[config.mk]
export PLATFORM = sky130hd
export DESIGN_NAME = fsas_top
export DESIGN_NICKNAME = d
export VERILOG_FILES = /design/src/verilog/fsas_pkg.sv /design/src/verilog/fsas_fan_chk.sv /design/src/verilog/fsas_top.sv
export SDC_FILE = /design/constraint.sdc
export NUM_CORES = 1
export LEC_CHECK = 0
export BUFFER_PORTS_ARGS = -buffer_cell sky130_fd_sc_hd__buf_4
export CORE_ASPECT_RATIO = 1.25
export CORE_UTILIZATION = 48
export CTS_BUF_LIST = sky130_fd_sc_hd__clkbuf_8
export DETAILED_ROUTE_END_ITERATION = 16
export PLACE_DENSITY = 0.85
export SYNTH_ARGS = -nofsm -noshare
export SYNTH_HDL_FRONTEND = slang
export SYNTH_SLANG_ARGS = --single-unit
[constraint.sdc]
create_clock -name mclk_i -period 3.45 [get_ports mclk_i]
set_input_delay 0.69 -clock mclk_i [delete_from_list [all_inputs] [get_ports mclk_i]]
set_output_delay 0.69 -clock mclk_i [all_outputs]
set_load 0.05 [all_outputs]
[src/verilog/fsas_pkg.sv]
// Purpose: Shared constants for the fan speed alert status block
// Assumes: Four fans, 16-bit register data, byte addresses on 32-bit word steps
// Notes:   Speeds are in RPM, duty cycle in tenths of a percent
`default_nettype none
package fsas_pkg;
  // ---------------------------------------------------------------
  // Sizes
  // ---------------------------------------------------------------
  localparam int NUM_FANS = 4;
  localparam int AW       = 8;
  localparam int DW       = 16;
  localparam int RPM_W    = 16;
  localparam int DUTY_W   = 10;
  localparam int IDX_W    = 2;

  // ---------------------------------------------------------------
  // Register map
  // ---------------------------------------------------------------
  localparam logic [AW-1:0] OFS_CTRL      = 8'h00;
  localparam logic [AW-1:0] OFS_ALERT_SRC = 8'h04;
  localparam logic [AW-1:0] OFS_CMD       = 8'h08;
  localparam logic [AW-1:0] OFS_MASK      = 8'h0C;
  localparam logic [AW-1:0] OFS_FAN_EN    = 8'h10;
  localparam logic [AW-1:0] OFS_SPD_FLAGS = 8'h14;
  localparam logic [AW-1:0] OFS_STL_FLAGS = 8'h18;
  localparam logic [AW-1:0] BASE_STALL    = 8'h20;
  localparam logic [AW-1:0] BASE_SPEED    = 8'h30;
  localparam logic [AW-1:0] BASE_TARGET   = 8'h40;
  localparam int            GRP_LSB       = 4;
  localparam int            IDX_LSB       = 2;

  // CTRL fields
  localparam int CTRL_ALERT_PIN = 0;
  localparam int CTRL_STALL_ALR = 1;
  localparam int CTRL_SPEED_ALR = 2;
  localparam int CTRL_TAKEOVER  = 3;
  localparam int CTRL_OPEN_LOOP = 4;
  localparam int CTRL_W         = 5;
  localparam logic [CTRL_W-1:0] CTRL_RST = 5'h06;

  // CMD fields
  localparam int CMD_CLR_STALL = 0;
  localparam int CMD_CLR_SPEED = 1;
  localparam int CMD_CLR_ALL   = 2;

  // Pending alert source codes
  localparam logic [1:0] SRC_STALL = 2'h1;
  localparam logic [1:0] SRC_SPEED = 2'h2;

  // Reset values
  localparam logic [NUM_FANS-1:0] MASK_RST   = 4'hF;
  localparam logic [NUM_FANS-1:0] FAN_EN_RST = 4'hF;
  localparam logic [RPM_W-1:0]    TARGET_RST = 16'h0000;

  // Thresholds
  localparam logic [RPM_W-1:0]  STALL_RPM = 16'h01CC;
  localparam logic [DUTY_W-1:0] DUTY_FULL = 10'h3E8;
  localparam logic [DUTY_W-1:0] DUTY_ZERO = 10'h000;
endpackage
`default_nettype wire

[src/verilog/fsas_fan_chk.sv]
// Purpose: Fault detection for one fan on each fresh speed measurement
// Assumes: meas_valid_i is a one-cycle pulse from the tachometer logic
// Notes:   Outputs are combinational one-cycle events
`timescale 1ns/100ps
`default_nettype none
module fsas_fan_chk
  import fsas_pkg::*;
(
  input  wire logic              meas_valid_i,
  input  wire logic [RPM_W-1:0]  meas_rpm_i,
  input  wire logic [DUTY_W-1:0] duty_i,
  input  wire logic [RPM_W-1:0]  target_rpm_i,
  input  wire logic              fan_en_i,
  input  wire logic              closed_loop_i,
  output logic                   stall_evt_o,
  output logic                   speed_evt_o
);
  logic sample;
  logic too_slow;
  logic too_fast;

  // Disabled fans take no part in measurement or regulation
  assign sample   = meas_valid_i & fan_en_i;
  assign too_slow = (target_rpm_i > meas_rpm_i) && (duty_i == DUTY_FULL);
  assign too_fast = (target_rpm_i < meas_rpm_i) && (duty_i == DUTY_ZERO);

  assign stall_evt_o = sample & (meas_rpm_i < STALL_RPM);
  assign speed_evt_o = sample & closed_loop_i & (too_slow | too_fast);
endmodule
`default_nettype wire

[src/verilog/fsas_top.sv]
// Purpose: Per-fan stall and regulation fault status with alert bookkeeping
// Assumes: Register port with read data one cycle after the read strobe
// Notes:   Reading a per-fan status clears that fan's flag only
`timescale 1ns/100ps
`default_nettype none
// What this block does
// - Fail flagged when too slow at full duty
// - Fail flagged when too fast at zero duty
// - Speed status read returns 0 ok, 1 fail
// - Speed status read clears only that fan
// - Clear-speed command clears all speed alerts
// - Clear-all command clears stall and speed alerts
// - Target speed of a fan is readable
// - Takeover select: 0 closed loop unless open loop is set, 1 host
// - Stall summary clears when all stalls cleared
// - Alert pin follows pending alerts when enabled
// - Disabled fans skip measurement and regulation
// - Stall set when speed below 460 RPM
// - Source bits: stall 0x01, speed 0x02
// - Per-fan alert mask, all enabled at reset
module fsas_top
  import fsas_pkg::*;
(
  input  wire logic                       mclk_i,
  input  wire logic                       sys_rst_i,
  input  wire logic [AW-1:0]              addr_i,
  input  wire logic [DW-1:0]              wdata_i,
  input  wire logic                       wr_i,
  input  wire logic                       rd_i,
  output logic      [DW-1:0]              rdata_o,
  input  wire logic [NUM_FANS-1:0]        meas_valid_i,
  input  wire logic [NUM_FANS*RPM_W-1:0]  meas_rpm_i,
  input  wire logic [NUM_FANS*DUTY_W-1:0] duty_i,
  output logic      [NUM_FANS*RPM_W-1:0]  target_rpm_o,
  output logic      [NUM_FANS-1:0]        meas_en_o,
  output logic      [NUM_FANS-1:0]        reg_en_o,
  output logic                            takeover_o,
  output logic                            alert_o
);
  // ---------------------------------------------------------------
  // Decode helpers
  // ---------------------------------------------------------------
  function automatic logic in_group(input logic [AW-1:0] a, input logic [AW-1:0] base);
    in_group = (a[AW-1:GRP_LSB] == base[AW-1:GRP_LSB]);
  endfunction

  function automatic logic [IDX_W-1:0] fan_idx(input logic [AW-1:0] a);
    fan_idx = a[IDX_LSB+IDX_W-1:IDX_LSB];
  endfunction

  function automatic logic hit(input logic [AW-1:0] a, input logic [AW-1:0] base,
                               input int i);
    hit = in_group(a, base) && (fan_idx(a) == IDX_W'(i));
  endfunction

  // ---------------------------------------------------------------
  // State
  // ---------------------------------------------------------------
  logic [CTRL_W-1:0]   ctrl_q;
  logic [NUM_FANS-1:0] mask_q;
  logic [NUM_FANS-1:0] fan_en_q;
  logic [NUM_FANS-1:0] stall_q;
  logic [NUM_FANS-1:0] per_fan_regulation_flags_q;
  logic [RPM_W-1:0]    target_q [NUM_FANS];
  logic [DW-1:0]       rdata_q;
  logic                alert_q;

  logic [NUM_FANS-1:0] stall_evt;
  logic [NUM_FANS-1:0] speed_evt;
  logic [NUM_FANS-1:0] stall_clr;
  logic [NUM_FANS-1:0] speed_clr;
  logic                takeover_select;
  logic                closed_loop;
  logic [1:0]          alert_src;
  logic                cmd_wr;

  assign takeover_select = ctrl_q[CTRL_TAKEOVER];
  assign closed_loop     = ~ctrl_q[CTRL_OPEN_LOOP] & ~takeover_select;
  assign cmd_wr          = wr_i && (addr_i == OFS_CMD);

  // ---------------------------------------------------------------
  // Per-fan detection and clears
  // ---------------------------------------------------------------
  for (genvar i = 0; i < NUM_FANS; i++) begin : g_fan
    fsas_fan_chk u_chk (
      .meas_valid_i  (meas_valid_i[i]),
      .meas_rpm_i    (meas_rpm_i[i*RPM_W +: RPM_W]),
      .duty_i        (duty_i[i*DUTY_W +: DUTY_W]),
      .target_rpm_i  (target_q[i]),
      .fan_en_i      (fan_en_q[i]),
      .closed_loop_i (closed_loop),
      .stall_evt_o   (stall_evt[i]),
      .speed_evt_o   (speed_evt[i])
    );

    assign stall_clr[i] = (rd_i && hit(addr_i, BASE_STALL, i))
                        | (cmd_wr && (wdata_i[CMD_CLR_STALL] || wdata_i[CMD_CLR_ALL]));
    assign speed_clr[i] = (rd_i && hit(addr_i, BASE_SPEED, i))
                        | (cmd_wr && (wdata_i[CMD_CLR_SPEED] || wdata_i[CMD_CLR_ALL]));

    assign target_rpm_o[i*RPM_W +: RPM_W] = target_q[i];
    assign meas_en_o[i] = fan_en_q[i];
    assign reg_en_o[i]  = fan_en_q[i] & closed_loop;

    always_ff @(posedge mclk_i or posedge sys_rst_i)
    begin
      if (sys_rst_i)
      begin
        target_q[i] <= TARGET_RST;
      end
      else if (wr_i && hit(addr_i, BASE_TARGET, i))
      begin
        target_q[i] <= wdata_i[RPM_W-1:0];
      end
    end

    // Set wins over a clear in the same cycle
    always_ff @(posedge mclk_i or posedge sys_rst_i)
    begin
      if (sys_rst_i)
      begin
        stall_q[i]                    <= 1'b0;
        per_fan_regulation_flags_q[i] <= 1'b0;
      end
      else
      begin
        stall_q[i] <= stall_evt[i] | (stall_q[i] & ~stall_clr[i]);
        per_fan_regulation_flags_q[i] <= speed_evt[i]
                                       | (per_fan_regulation_flags_q[i] & ~speed_clr[i]);
      end
    end

    AST_SPEED_SLOW: assert property (@(posedge mclk_i) disable iff (sys_rst_i)
      (meas_valid_i[i] && fan_en_q[i] && closed_loop
       && target_q[i] > meas_rpm_i[i*RPM_W +: RPM_W]
       && duty_i[i*DUTY_W +: DUTY_W] == DUTY_FULL)
      |=> per_fan_regulation_flags_q[i])
      else $error("speed fail not flagged at full duty");

    AST_SPEED_FAST: assert property (@(posedge mclk_i) disable iff (sys_rst_i)
      (meas_valid_i[i] && fan_en_q[i] && closed_loop
       && target_q[i] < meas_rpm_i[i*RPM_W +: RPM_W]
       && duty_i[i*DUTY_W +: DUTY_W] == DUTY_ZERO)
      |=> per_fan_regulation_flags_q[i])
      else $error("speed fail not flagged at zero duty");

    AST_STALL_SET: assert property (@(posedge mclk_i) disable iff (sys_rst_i)
      (meas_valid_i[i] && fan_en_q[i] && meas_rpm_i[i*RPM_W +: RPM_W] < STALL_RPM)
      |=> stall_q[i])
      else $error("stall not flagged below threshold");

    AST_DISABLED_QUIET: assert property (@(posedge mclk_i) disable iff (sys_rst_i)
      (!fan_en_q[i] && !stall_q[i] && !per_fan_regulation_flags_q[i] && !stall_clr[i])
      |=> !stall_q[i] && !per_fan_regulation_flags_q[i])
      else $error("disabled fan raised a fault");

    AST_STICKY: assert property (@(posedge mclk_i) disable iff (sys_rst_i)
      (per_fan_regulation_flags_q[i] && !speed_clr[i]) |=> per_fan_regulation_flags_q[i])
      else $error("speed fault dropped without a clear");

    AST_TARGET_RD: assert property (@(posedge mclk_i) disable iff (sys_rst_i)
      (rd_i && hit(addr_i, BASE_TARGET, i)) |=> rdata_o == $past(target_q[i]))
      else $error("target readback mismatch");
  end

  // ---------------------------------------------------------------
  // Control registers
  // ---------------------------------------------------------------
  always_ff @(posedge mclk_i or posedge sys_rst_i)
  begin
    if (sys_rst_i)
    begin
      ctrl_q <= CTRL_RST;
    end
    else if (wr_i && addr_i == OFS_CTRL)
    begin
      ctrl_q <= wdata_i[CTRL_W-1:0];
    end
  end

  always_ff @(posedge mclk_i or posedge sys_rst_i)
  begin
    if (sys_rst_i)
    begin
      mask_q   <= MASK_RST;
      fan_en_q <= FAN_EN_RST;
    end
    else if (wr_i)
    begin
      if (addr_i == OFS_MASK)
      begin
        mask_q <= wdata_i[NUM_FANS-1:0];
      end
      if (addr_i == OFS_FAN_EN)
      begin
        fan_en_q <= wdata_i[NUM_FANS-1:0];
      end
    end
  end

  // ---------------------------------------------------------------
  // Pending alert summary and pin
  // ---------------------------------------------------------------
  // Summaries are derived from the flags, so they drop as the last flag clears
  assign alert_src[0] = ctrl_q[CTRL_STALL_ALR] & |(stall_q & mask_q);
  assign alert_src[1] = ctrl_q[CTRL_SPEED_ALR] & ~ctrl_q[CTRL_OPEN_LOOP]
                      & |(per_fan_regulation_flags_q & mask_q);

  always_ff @(posedge mclk_i or posedge sys_rst_i)
  begin
    if (sys_rst_i)
    begin
      alert_q <= 1'b0;
    end
    else
    begin
      alert_q <= ctrl_q[CTRL_ALERT_PIN] & |alert_src;
    end
  end

  assign alert_o    = alert_q;
  assign takeover_o = takeover_select;

  // ---------------------------------------------------------------
  // Read port
  // ---------------------------------------------------------------
  always_ff @(posedge mclk_i or posedge sys_rst_i)
  begin
    if (sys_rst_i)
    begin
      rdata_q <= '0;
    end
    else if (rd_i)
    begin
      rdata_q <= '0;
      if (in_group(addr_i, BASE_STALL))
      begin
        rdata_q <= DW'(stall_q[fan_idx(addr_i)]);
      end
      else if (in_group(addr_i, BASE_SPEED))
      begin
        rdata_q <= DW'(per_fan_regulation_flags_q[fan_idx(addr_i)]);
      end
      else if (in_group(addr_i, BASE_TARGET))
      begin
        rdata_q <= target_q[fan_idx(addr_i)];
      end
      else
      begin
        case (addr_i)
          OFS_CTRL:      rdata_q <= DW'(ctrl_q);
          OFS_ALERT_SRC: rdata_q <= DW'(alert_src);
          OFS_MASK:      rdata_q <= DW'(mask_q);
          OFS_FAN_EN:    rdata_q <= DW'(fan_en_q);
          OFS_SPD_FLAGS: rdata_q <= DW'(per_fan_regulation_flags_q);
          OFS_STL_FLAGS: rdata_q <= DW'(stall_q);
          default:       rdata_q <= '0;
        endcase
      end
    end
    else
    begin
      rdata_q <= '0;
    end
  end

  assign rdata_o = rdata_q;

  // ---------------------------------------------------------------
  // Checks
  // ---------------------------------------------------------------
  AST_SPEED_RD: assert property (@(posedge mclk_i) disable iff (sys_rst_i)
    (rd_i && in_group(addr_i, BASE_SPEED))
    |=> rdata_o == DW'($past(per_fan_regulation_flags_q[fan_idx(addr_i)])))
    else $error("speed status read wrong");

  AST_SPEED_RD_CLR: assert property (@(posedge mclk_i) disable iff (sys_rst_i)
    (rd_i && in_group(addr_i, BASE_SPEED) && !cmd_wr)
    |=> ((per_fan_regulation_flags_q & ~$past(speed_evt))
         == ($past(per_fan_regulation_flags_q) & ~$past(speed_evt)
             & ~(NUM_FANS'(1) << $past(fan_idx(addr_i))))))
    else $error("speed read cleared the wrong fans");

  AST_CLR_SPEED: assert property (@(posedge mclk_i) disable iff (sys_rst_i)
    (cmd_wr && wdata_i[CMD_CLR_SPEED] && speed_evt == '0)
    |=> per_fan_regulation_flags_q == '0 && !alert_src[1])
    else $error("clear speed left alerts");

  AST_CLR_ALL: assert property (@(posedge mclk_i) disable iff (sys_rst_i)
    (cmd_wr && wdata_i[CMD_CLR_ALL] && speed_evt == '0 && stall_evt == '0)
    |=> stall_q == '0 && per_fan_regulation_flags_q == '0 && alert_src == 2'h0)
    else $error("clear all left alerts");

  AST_STALL_SUM: assert property (@(posedge mclk_i) disable iff (sys_rst_i)
    (rd_i && in_group(addr_i, BASE_STALL) && stall_evt == '0
     && (stall_q & ~(NUM_FANS'(1) << fan_idx(addr_i))) == '0) |=> !alert_src[0])
    else $error("stall summary pending with no stalled fan");

  AST_TAKEOVER: assert property (@(posedge mclk_i) disable iff (sys_rst_i)
    takeover_o |-> reg_en_o == '0 && speed_evt == '0)
    else $error("regulator active under host takeover");

  AST_ALERT_PIN: assert property (@(posedge mclk_i) disable iff (sys_rst_i)
    (ctrl_q[CTRL_ALERT_PIN] && alert_src != 2'h0) |=> alert_o)
    else $error("alert pin not raised");

  AST_MASK_GATE: assert property (@(posedge mclk_i) disable iff (sys_rst_i)
    (mask_q == '0) |-> alert_src == 2'h0)
    else $error("masked fans produced a pending alert");

  COV_STALL_READ: cover property (@(posedge mclk_i) disable iff (sys_rst_i)
    stall_q != '0 ##[1:20] (rd_i && in_group(addr_i, BASE_STALL)));
  COV_SPEED_FAIL: cover property (@(posedge mclk_i) disable iff (sys_rst_i)
    speed_evt != '0 ##1 alert_o);
  COV_CLR_ALL: cover property (@(posedge mclk_i) disable iff (sys_rst_i)
    cmd_wr && wdata_i[CMD_CLR_ALL] && stall_q != '0);
  COV_TAKEOVER: cover property (@(posedge mclk_i) disable iff (sys_rst_i)
    $rose(takeover_o));
endmodule
`default_nettype wire

; After elaboration in Yosys (flattened, before gate mapping)
; Cells that the tools add are included.
[classes]
n_lt_le_gt_ge = 14
n_eq_ne = 16
mux = 12
bitwise = 66
n_reduce_logical = 49
[op_table]
columns = op, count
row1 = 16-bit 2-to-1 mux, 6
row2 = 16-bit > comparator, 4
row3 = 16-bit < comparator, 4
row4 = "16-bit by 9-bit < comparator with 1-bit output, second input constant", 4
row5 = "10-bit equality test, second input constant", 4
row6 = 10-bit zero test, 4
row7 = 1-bit logical AND, 36
row8 = 1-bit bitwise AND, 33
row9 = 16-bit binary-select mux with 2-bit select, 1
row10 = 5-bit case mux with 6 select lines, 1
row11 = "8-bit by 5-bit equality test with 1-bit output, second input constant", 3
row12 = 1-bit bitwise OR, 20
row13 = "8-bit by 4-bit equality test with 1-bit output, second input constant", 2
row14 = 1-bit NOT, 10
row15 = 4-bit bitwise AND, 2
row16 = "4-bit by 2-bit equality test with 1-bit output, second input constant", 2
row17 = "8-bit by 3-bit equality test with 1-bit output, second input constant", 1
row18 = 8-bit zero test, 1
row19 = 4-bit OR reduction, 2
row20 = 1-bit binary-select mux with 2-bit select, 2
row21 = "2-bit equality test, second input constant", 2
row22 = "4-bit by 3-bit equality test with 1-bit output, second input constant", 1
row23 = 2-bit AND reduction, 2
row24 = "3-bit >= comparator, second input constant", 1
row25 = other kinds (7), 9
[totals]
regBits = 102
inputBits = 136
elab_cells = 174

; Logic depth before layout (Yosys ltp)
; Gate-level depths: netlist of the first run.
[depth]
word_depth = 8
ltp_mapped = 8
depth_no_buf = 8

; By module
; A second synthesis of the first run with hierarchy kept.
[unflattened]
cells_unflattened = 599
area_unflattened_um2 = 6841.6
[by_module_without_submodules]
columns = mod, n_inst, cells_per_inst, area_per_inst_um2
row1 = fsas_top, 1, 331, 4749.6
row2 = fsas_fan_chk, 4, 67, 523.0

; Worst setup path before layout of the first run
; OpenSTA, ideal clock, no wires.
[synth_timing]
path_type = input to register
start = input port meas_rpm_i[14]
end = register per_fan_regulation_flags_q[0]
setup_ns = 0.139
arrival_time_ns = 2.081
required_time_ns = 3.311
slack_ns = 1.229
path_stages = 8
path_cell_list = inv_1 > ha_1 > a21oi_1 > nand2_1 > a21o_1 > a2111oi_0 > mux2i_1 > o21ai_0
[synth_via]
elab_chain_cells = 5
[synth_lines]
columns = element, line
row1 = start: declaration, fsas_top.sv:32  ; input wire logic [NUM_FANS*RPM_W-1:0] meas_rpm_i,
row2 = 16-bit > comparator / 16-bit < comparator (equally long branches), "fsas_fan_chk.sv:24, fsas_fan_chk.sv:25"
row3 = 1-bit logical AND (on tied branches), "fsas_fan_chk.sv:24, fsas_fan_chk.sv:25"
row4 = 1-bit bitwise OR (*), fsas_fan_chk.sv:28  ; assign speed_evt_o = sample & closed_loop_i & (too_slow | too_fast);
row5 = 1-bit bitwise AND (*), fsas_fan_chk.sv:28
row6 = 1-bit bitwise OR (*), fsas_top.sv:129  ; | (per_fan_regulation_flags_q[i] & ~speed_clr[i]);
row7 = end signal: indexed assignment, fsas_top.sv:128  ; per_fan_regulation_flags_q[i] <= speed_evt[i]
row8 = end: declaration, fsas_top.sv:63  ; logic [NUM_FANS-1:0] per_fan_regulation_flags_q;
; Mark *: on every way between the ends. The rest lies on a longest branch, timed or not.
; A chain may end at the register's enable or synchronous reset.

; Worst setup path after layout of the first run
[layout_timing]
start = register ctrl_q[4]
end = output port reg_en_o[2]
[layout_via]
elab_chain_cells = 3
[layout_lines]
columns = element, line
row1 = start: declaration, fsas_top.sv:59  ; logic [CTRL_W-1:0] ctrl_q;
row2 = start signal: assignment, fsas_top.sv:177  ; ctrl_q <= wdata_i[CTRL_W-1:0];
row3 = 1-bit NOT, fsas_top.sv:78  ; assign closed_loop = ~ctrl_q[CTRL_OPEN_LOOP] & ~takeover_select;
row4 = 1-bit bitwise AND, fsas_top.sv:78
row5 = 1-bit bitwise AND, fsas_top.sv:103  ; assign reg_en_o[i] = fan_en_q[i] & closed_loop;
row6 = end: declaration, fsas_top.sv:36  ; output logic [NUM_FANS-1:0] reg_en_o,
; No other way between the ends.

==> flow_metrics.py, run 1 <==
metrics = {
    "synthesis": {
        "ys_seq_area_share_pct": 37.7,
        "netlist_area_mm2": 0.00680,
        "async_flop_share_pct": 100,
        "synth_top_flop_cell": "dfrtp_1",
        "syn-num-nets": 803,
        "ys_types": 54,
        "yosysWarnings": 0,
        "synth-seq-cells": 102,
        "synth_enable_flop_cells": 0,
        "netlist_instances": 603,
        "syn_area_per_cell_um2": 11.3,
    },
    "cts": {
        "cts.repair.resized": 0,
        "clkLatencyLatePin_ps": 390,
        "cts_tree": "built",
        "cts_hold_buf": 0,
        "cts_htree_levels": 3,
        "post_cts_buffers": 0,
        "clk_path_buf_depth": 2,
        "clk_pin_slew_worst_paths_ps": 110,
        "cts-root-buf": "clkbuf_8",
        "cts_buffers": 9,
        "clock_sinks": 102,
    },
    "sta": {
        "max_freq_ghz": 0.393,
        "period_needed_ps": 2550,
        "grt_setup_unrepaired": "false",
        "worst_slew_pin_slew_ps": 804,
        "clock_skew_ps": 15.9,
        "relSlewSlack_pct": 46.2,
        "slew_viol_final": 0,
        "hold_slack_ps": 364,
        "fin_setup_tns_ps": 0,
        "post-route-period-util_pct": 73.8,
        "setup_viol": 0,
        "setup_ws_ps": 902,
        "hold_viol_final": 0,
    },
    "worst_setup_path": {
        "crit_path_max_incr_delay_ps": 630,
        "required_ps": 2760,
        "cp.arrival_ps": 1860,
        "path_cells": "nor2_1, and2_1, buf_4",
        "cpMaxStageDelayCell": "nor2_1",
        "cp-end-kind": "output port",
        "crit_type": "flip-flop to output port",
        "worst-path-max-fanout": 8,
        "cp-start-kind": "flip-flop",
        "cp_top_family": "simple AND/OR/NAND/NOR gates",
        "crit_buf_inv": 1,
    },
    "min_path": {
        "holdCritPathClass": "input pin to async pin",
    },
    "routing": {
        "drtPass1Iterations": 5,
        "drcViolationCount": 0,
        "ant_nets": 0,
        "finalWirelength_um": 22000,
        "vias": 5998,
        "wire_per_inst_um": 22.0,
        "vias_per_cell": 6.00,
        "drtIter0Drc": 392,
    },
    "run_status": {
        "outcome": "finished clean",
    },
    "layout": {
        "mostFrequentLayoutCells": "buf_4 (227), dfrtp_1 (92), inv_1 (68), ha_1 (64), mux2_4 (40)",
        "area_delta_synth_final_pct": 29.5,
        "nets": 1020,
        "drive_above_1_share_pct": 43.3,
        "final_common_cell": "buf_4",
        "nFillCells": 1076,
        "antenna_cells": 0,
    },
    "grt": {
        "grt_pass1_vias": 6130,
        "track_usage_pct": 31.0,
        "grt_first_pass_wirelength_um": 33500,
        "grt_overflow": 0,
        "grt_max_degree": 44,
        "antenna_found_initial": 0,
    },
    "die": {
        "coreArea_mm2": 0.0138,
        "die_w_um": 108,
        "start_util_pct": 49.2,
        "fp.dieArea_mm2": 0.0147,
        "io_pins": 226,
        "die_h_um": 135,
        "rows": 48,
    },
    "flow_run": {
        "drv_cap": 0,
    },
    "placed_design": {
        "io_buffer_count": 225,
        "place_hpwl_um": 17500,
        "place_ws_ps": 812,
        "finalWeightedCongestion": 0.940,
    },
    "power": {
        "vdd_ir_drop_max_mv": 0.224,
        "p_leak_nw": 4.80,
        "power.density_mw_per_mm2": 408,
    },
}
==> final timing paths <==
path                                   from                             to  slack, ps  depth (start not counted)
max                               ctrl_q[4]                    reg_en_o[2]        900                          3
max reg2reg                target_rpm_o[62]  per_fan_regulation_flags_q[3]       1130                          7
max in group asynchronous         sys_rst_i               target_rpm_o[44]       2380                          3
min                               sys_rst_i               target_rpm_o[16]        360                          2
min in group mclk_i             wdata_i[10]               target_rpm_o[58]        560                          2
min reg2reg                       ctrl_q[0]                        alert_o        580                          1
==> metal layers <==
metal,wire [um],track usage (%)
met1,7970,36.5
met2,11200,52.7
met3,1510,4.39
met5,0,0
met4,1330,19.4
==> worst reg2reg max path, delay by kind of cell, from the launching register on <==
family	cells	cell delay [ps]
flip-flops	1	460
adder cells (fa/ha/maj)	1	340
AO/OA/AOI/OAI	4	1010
multiplexers	1	310
AND/OR/NAND/NOR	1	60
==> power breakdown <==
group	switching [mW]	total, mW	internal, mW
Clock	0.455	0.809	0.354
Sequential	0.170	1.48	1.31
Combinational	0.769	1.30	0.532
Total	1.39	3.59	2.19
==> per-stage QoR <==
stage | instance area [um^2] | power (mW) | util (%) | std cells
2_1_floorplan | 6800 | 2.26 | - | 603
3_3_place_gp | 8590 | 2.75 | 62.2 | 984
3_5_place_dp | 8590 | 2.78 | 62.2 | 984
4_1_cts | 8800 | 3.58 | 63.7 | 1000
5_1_grt | 8800 | 3.73 | 63.7 | 1000
6_report | 8800 | 3.59 | 63.7 | 1000
==> layout make-up <==
cell class	instances	area, um^2	area share [%]
tap	175	219	2.49
multi-input combinational	410	3820	43.4
clock inverter	7	90.1	1.02
clock buffer	9	124	1.41
sequential	102	2560	29.1
timing repair buffer	228	1720	19.6
inverter	69	262	2.97
==> registers in the layout, summed over array words and instances, names as in the netlist <==
name / flops
meas_en_o: 4
rdata_o: 16
alert_o: 1
stall_q: 4
target_rpm_o: 64
per_fan_regulation_flags_q: 4
ctrl_q: 5
mask_q: 4
==> Yosys cell counts, drive strengths merged, types with 6 or more instances <==
library cell  count  area [um^2]
a211oi           10         75.1
a21o             12         90.1
a21oi            27          135
and2              6         37.5
and3             12         75.1
buf              18          141
dfrtp            92         2300
dfstp            10          263
ha               64          801
inv              69          259
mux2             77         1020
mux2i             8         80.1
mux4             18          405
nand2            24          120
nand3            17         85.1
nand4            22          138
nor2             15         63.8
nor3              6         30.0
nor4             14          103
o21ai            21          105
==> logic make-up (layout without fill, tap and decap cells) <==
| logic type | after synthesis | after routing | share of synthesized area (%) |
|---|---|---|---|
| buf+inv | 91 | 313 | 6.11 |
| simple gates | 138 | 138 | 12.0 |
| xor+xnor | 1 | 1 | 0.129 |
| compound gates | 104 | 104 | 10.2 |
| fa+ha+maj | 64 | 64 | 11.8 |
| flops | 102 | 102 | 37.7 |
| mux | 103 | 103 | 22.1 |
(Power assumes the default switching activity.)
==> run 2, diff against run 1 <==
Settings changed: CORE_UTILIZATION 48 to 50, PLACE_DENSITY 0.85 to 0.84.
Clock period 3.45 ns to 2.35 ns, I/O delays scaled along.
==> run 2 against run 1 <==
  * Global-route usage up 1.1 points
  * Clock skew down 0.55 ps
  * Setup slack worse by 730 ps
  * Clock-buffer cell count unchanged
  * Cell count up 0.80%
  * Utilization up 3.6 points
  * Final area up 1.2%
  * First-iteration DRC count down 11%
  * Largest cell class unchanged
  * Clock power up 58%
==> flow_metrics.py, run 2 (synthesis results as in run 1) <==
metrics = {
    "run_status": {
        "outcome": "finished clean",
    },
    "grt": {
        "antenna_found_initial": 0,
        "grt_util_met3_pct": 8.21,
        "grt_overflow": 0,
        "grt_max_degree": 103,
        "grt_pass1_vias": 6296,
        "track_usage_pct": 32.0,
        "busiest_layer": "met2",
        "grt_first_pass_wirelength_um": 33800,
        "met2_usage_pct": 53.7,
        "use_met1_pct": 37.7,
    },
    "die": {
        "rows": 47,
        "start_util_pct": 51.4,
        "io_pins": 226,
        "fp.dieArea_mm2": 0.0141,
        "coreArea_mm2": 0.0132,
        "die_w_um": 106,
        "die_h_um": 132,
    },
    "routing": {
        "drtIter0Drc": 350,
        "finalWirelength_um": 22100,
        "drtPass1Iterations": 5,
        "vias": 6117,
        "ant_nets": 0,
        "vias_per_cell": 6.07,
        "wire_per_inst_um": 21.9,
        "drcViolationCount": 0,
    },
    "worst_setup_path": {
        "path_cells": "ha_1, a21oi_1, nand2_1, a21o_1, a2111oi_0, mux2i_1, o21ai_0",
        "cp-end-kind": "flip-flop",
        "cp-start-kind": "flip-flop",
        "crit_path_max_incr_delay_ps": 470,
        "cpMaxStageDelayCell": "dfrtp_1",
        "cp.arrival_ps": 2430,
        "cp_top_family": "compound AO/OA/AOI/OAI gates",
        "crit_buf_inv": 0,
        "worst-path-max-fanout": 4,
        "required_ps": 2610,
        "crit_type": "flip-flop to flip-flop",
    },
    "flow_run": {
        "drv_cap": 0,
    },
    "cts": {
        "cts_tree": "built",
        "clkLatencyLatePin_ps": 380,
        "clk_path_buf_depth": 2,
        "clk_pin_slew_worst_paths_ps": 110,
        "cts_buffers": 9,
        "cts_htree_levels": 3,
        "post_cts_buffers": 0,
        "cts-root-buf": "clkbuf_8",
        "clock_sinks": 102,
        "cts_hold_buf": 0,
    },
    "sta": {
        "grt_setup_unrepaired": "false",
        "setup_viol": 0,
        "period_needed_ps": 2170,
        "slew_viol_final": 0,
        "clock_skew_ps": 15.3,
        "hold_slack_ps": 212,
        "max_freq_ghz": 0.460,
        "relSlewSlack_pct": 43.6,
        "fin_setup_tns_ps": 0,
        "post-route-period-util_pct": 92.6,
        "hold_viol_final": 0,
        "worst_slew_pin_slew_ps": 843,
        "setup_ws_ps": 175,
    },
    "layout": {
        "final_common_cell": "buf_4",
        "mostFrequentLayoutCells": "buf_4 (239), dfrtp_1 (92), inv_1 (68), ha_1 (64), mux2_4 (40)",
        "fin_util_pct": 67.3,
        "drive_above_1_share_pct": 44.1,
        "multiInputGateArea_mm2": 0.00382,
        "area_delta_synth_final_pct": 31.0,
        "nets": 1032,
        "final_area_mm2": 0.00891,
        "nFillCells": 1032,
        "final-instance-count-excl-fill": 1008,
        "regArea_mm2": 0.00256,
        "largest_reg_flops": 64,
        "antenna_cells": 0,
    },
    "placed_design": {
        "placed_cells": 992,
        "io_buffer_count": 225,
        "place_hpwl_um": 17400,
        "place_ws_ps": 74.1,
        "finalWeightedCongestion": 0.978,
        "dpl_cell_area_mm2": 0.00868,
    },
    "power": {
        "p_total_mw": 5.38,
        "vdd_ir_drop_max_mv": 0.436,
        "p_leak_nw": 4.85,
        "power.density_mw_per_mm2": 604,
    },
    "min_path": {
        "holdCritPathClass": "input pin to async pin",
    },
}
[run 2: cell types whose count changed in the layout (fill, tap and decap cells not counted), sizes merged]
| cell | delta |
|---|---|
| inv | -2 |
| clkinv | -1 |
| buf | +12 |
| clkinvlp | +2 |
| bufinv | +1 |
[run 2: final timing paths]
path | from | endpoint | slack [ps] | cells past startpoint
min | sys_rst_i | ctrl_q[0] | 210 | 3
max in group asynchronous | sys_rst_i | target_rpm_o[13] | 1680 | 3
max | target_rpm_o[46] | per_fan_regulation_flags_q[2] | 180 | 7
min in group mclk_i | wdata_i[15] | target_rpm_o[47] | 350 | 2
min reg2reg | target_rpm_o[21] | target_rpm_o[21] | 580 | 1
max reg2reg | target_rpm_o[46] | per_fan_regulation_flags_q[2] | 180 | 7
[run 2: layout make-up]
cell class	instances	share of cell area, %
flip-flops and latches	102	28.8
inverters	69	2.95
clock inverters	7	1.18
repair buffers	240	20.4
well taps	171	2.40
multi-input cells	410	42.9
clock buffers	9	1.39
[run 2: report_power, final]
| group | leakage, nW | switching [mW] | internal, mW | total (mW) |
|---|---|---|---|---|
| clock network | 0.112 | 0.661 | 0.615 | 1.28 |
| registers | 1.34 | 0.233 | 1.92 | 2.15 |
| logic | 3.40 | 1.15 | 0.801 | 1.95 |
[run 2: worst register-to-register path: cells and delay by family (launching register included)]
kind / cells / cell delay (ps)
and+or+nand+nor: 1 / 80
AOI/OAI and AO/OA: 4 / 890
DFF: 1 / 470
muxes: 1 / 260
adders and majority gates: 1 / 360
[run 2: repair_timing]
item / in CTS / in global routing
gates resized for setup: 0 / 1
hold endpoints to repair: 0 / 0
endpoints found under the setup margin: 0 / 1
[run 2: layer usage]
metal,routed length [um],vias up,part of all wire [%]
met2,10900,350,49
met1,8020,2990,36
li1,-,2704,-
met3,2100,73,9.5
met4,1060,0,4.8
met5,0,-,0
==> run 3, diff against run 2 <==
Settings changed: ABC_AREA set to 1, PLACE_DENSITY 0.84 to 0.85.
==> run 3 against run 2 <==
  * Register-to-register slack better by 330 ps
  * Total power down 5.1%
  * Non-clock buffer count unchanged
  * Clock power down 10%
  * Clock skew down 1.8 ps
  * Wire length down 3.3%
  * Global-route usage down 0.26 points
  * Final area down 2.4%
  * Worst hold slack worse by 48 ps
  * Sequential power about the same
  * Die area down 3.3%
  * First-iteration DRC count up 47%
  * Critical path type is now flip-flop to output port
==> flow_metrics.py, run 3 <==
metrics = {
    "run_status": {
        "outcome": "finished clean",
    },
    "placed_design": {
        "place_ws_ps": 392,
        "io_buffer_count": 225,
        "place_hpwl_um": 17400,
        "dpl_cell_area_mm2": 0.00849,
        "finalWeightedCongestion": 0.992,
    },
    "power": {
        "vdd_ir_drop_max_mv": 0.312,
        "p_total_mw": 5.11,
        "power.density_mw_per_mm2": 587,
        "p_leak_nw": 4.78,
    },
    "flow_run": {
        "drv_cap": 0,
    },
    "sta": {
        "max_freq_ghz": 0.476,
        "relSlewSlack_pct": 60.1,
        "worst_slew_pin_slew_ps": 597,
        "fin_setup_tns_ps": 0,
        "clock_skew_ps": 13.6,
        "slew_viol_final": 0,
        "hold_viol_final": 0,
        "period_needed_ps": 2100,
        "post-route-period-util_pct": 89.3,
        "setup_ws_ps": 251,
        "grt_setup_unrepaired": "false",
        "setup_viol": 0,
    },
    "worst_setup_path": {
        "r2r_cells": 7,
        "cp-end-kind": "output port",
        "cp.arrival_ps": 1630,
        "cp-start-kind": "flip-flop",
        "crit_path_max_incr_delay_ps": 460,
        "path_cells": "or2_2, nor2_1, buf_4",
        "cpMaxStageDelayCell": "or2_2",
        "crit_type": "flip-flop to output port",
        "required_ps": 1880,
        "worst-path-max-fanout": 8,
    },
    "cts": {
        "clock_sinks": 102,
        "post_cts_buffers": 0,
        "cts_tree": "built",
        "cts_buffers": 9,
        "cts.repair.resized": 0,
        "clk_path_buf_depth": 2,
        "cts-root-buf": "clkbuf_8",
        "cts_htree_levels": 3,
        "cts_hold_buf": 0,
        "clkLatencyLatePin_ps": 370,
        "clk_pin_slew_worst_paths_ps": 100,
    },
    "layout": {
        "largest_reg_flops": 64,
        "drive_above_1_share_pct": 24.8,
        "antenna_cells": 0,
        "area_delta_synth_final_pct": 32.4,
        "nets": 1306,
        "final_area_mm2": 0.00870,
        "nFillCells": 1117,
        "mostFrequentLayoutCells": "nand2_1 (247), buf_4 (239), inv_1 (132), dfrtp_1 (92), o21ai_0 (79)",
        "final_common_cell": "nand2_1",
        "fin_util_pct": 68.1,
    },
    "synthesis": {
        "async_flop_share_pct": 100,
        "synth_area_leader_cell": "dfrtp_1",
        "synth_top_area_share_pct": 35.0,
        "synth_enable_flop_cells": 0,
        "syn_area_per_cell_um2": 7.49,
        "ys_types": 34,
        "ys_seq_area_share_pct": 39.0,
        "syn-num-nets": 1077,
        "synth_top_flop_cell": "dfrtp_1",
        "synth-seq-cells": 102,
        "synth_most_common_cell": "nand2_1",
        "netlist_area_mm2": 0.00657,
        "ys_top_cells_by_area": "dfrtp_1 (35%), nand2_1 (14%), ha_1 (12%)",
        "yosysWarnings": 0,
        "netlist_instances": 877,
        "ys_top_cells_by_count": "nand2_1 (247), inv_1 (132), dfrtp_1 (92)",
    },
    "routing": {
        "drtIter0Drc": 515,
        "finalWirelength_um": 21300,
        "drcViolationCount": 0,
        "vias_per_cell": 5.43,
        "wire_per_inst_um": 16.7,
        "ant_nets": 0,
        "vias": 6947,
        "drtPass1Iterations": 7,
    },
    "grt": {
        "grt_overflow": 0,
        "antenna_found_initial": 0,
        "grt_pass1_vias": 6637,
        "grt_max_degree": 47,
        "track_usage_pct": 31.8,
        "grt_first_pass_wirelength_um": 33200,
    },
    "die": {
        "die_h_um": 130,
        "coreArea_mm2": 0.0128,
        "start_util_pct": 51.4,
        "rows": 46,
        "fp.dieArea_mm2": 0.0136,
        "die_w_um": 105,
        "io_pins": 226,
    },
    "min_path": {
        "holdCritPathClass": "input pin to async pin",
    },
}
run 3: changes by cell type in the layout (fill, tap and decap cells not counted), moves of 9 or more:
cell | before | now
nand2_1 | 20 | 247
inv_1 | 68 | 132
o21ai_0 | 21 | 79
nor2_1 | 14 | 61
mux2_4 | 40 | 0
mux2_2 | 37 | 0
mux4_2 | 18 | 0
nand3_1 | 17 | 31
o21ai_1 | 0 | 11
a211oi_1 | 10 | 0
a31oi_1 | 2 | 11
and3_1 | 12 | 3
run 3: logic make-up (layout without fill, tap and decap cells):
logic type	after synthesis	in the layout	synth area share, %
buf+inv	154	388	9.26
fa+ha+maj	64	64	12.2
compound gates	170	170	14.9
flops	102	102	39.0
simple gates	387	387	24.7
run 3: area by class of cell:
type	count	area [um^2]	area share, %
Multi-Input combinational cell	621	3400	39.1
Sequential cell	102	2560	29.5
Inverter	132	499	5.74
Tap cell	168	210	2.42
Clock inverter	5	58.8	0.676
Clock buffer	11	151	1.74
Timing Repair Buffer	240	1810	20.9
run 3: power breakdown:
part	leakage [nW]	total (mW)	internal [mW]	switching, mW
Clock	0.107	1.15	0.551	0.597
Combinational	3.32	1.78	0.638	1.15
Sequential	1.35	2.17	1.92	0.251
run 3: path summary, 6_finish.rpt:
path                                  start                            end  slack (ps)
setup / recovery                  ctrl_q[4]                    reg_en_o[3]         250
hold / removal                    sys_rst_i                     rdata_o[3]         160
setup reg to reg           target_rpm_o[63]  per_fan_regulation_flags_q[3]         510
hold reg to reg             target_rpm_o[0]                target_rpm_o[0]         510
max in group asynchronous         sys_rst_i                      mask_q[1]        1500
min in group mclk_i                    rd_i                     rdata_o[0]         360
run 3: metrics by stage:
step,hold WS [ps],instances
2_1_floorplan,468,877
3_3_place_gp,491,1263
3_5_place_dp,499,1263
4_1_cts,173,1279
5_1_grt,201,1279
6_report,165,1279
run 3: routing by layer:
layer	vias to the layer above	GRT usage, %	wire length (um)
li1	3358	-	-
met1	3199	37.4	8410
met2	336	57.0	10600
met3	54	5.69	1670
met4	0	13.9	676
met5	-	0	0
run 3: worst max-delay path, delay by kind of cell, from the launching register on:
kind | cells | cell delay (ps)
buffers and inverters | 1 | 210
flip-flops | 1 | 450
AND/OR/NAND/NOR | 2 | 600
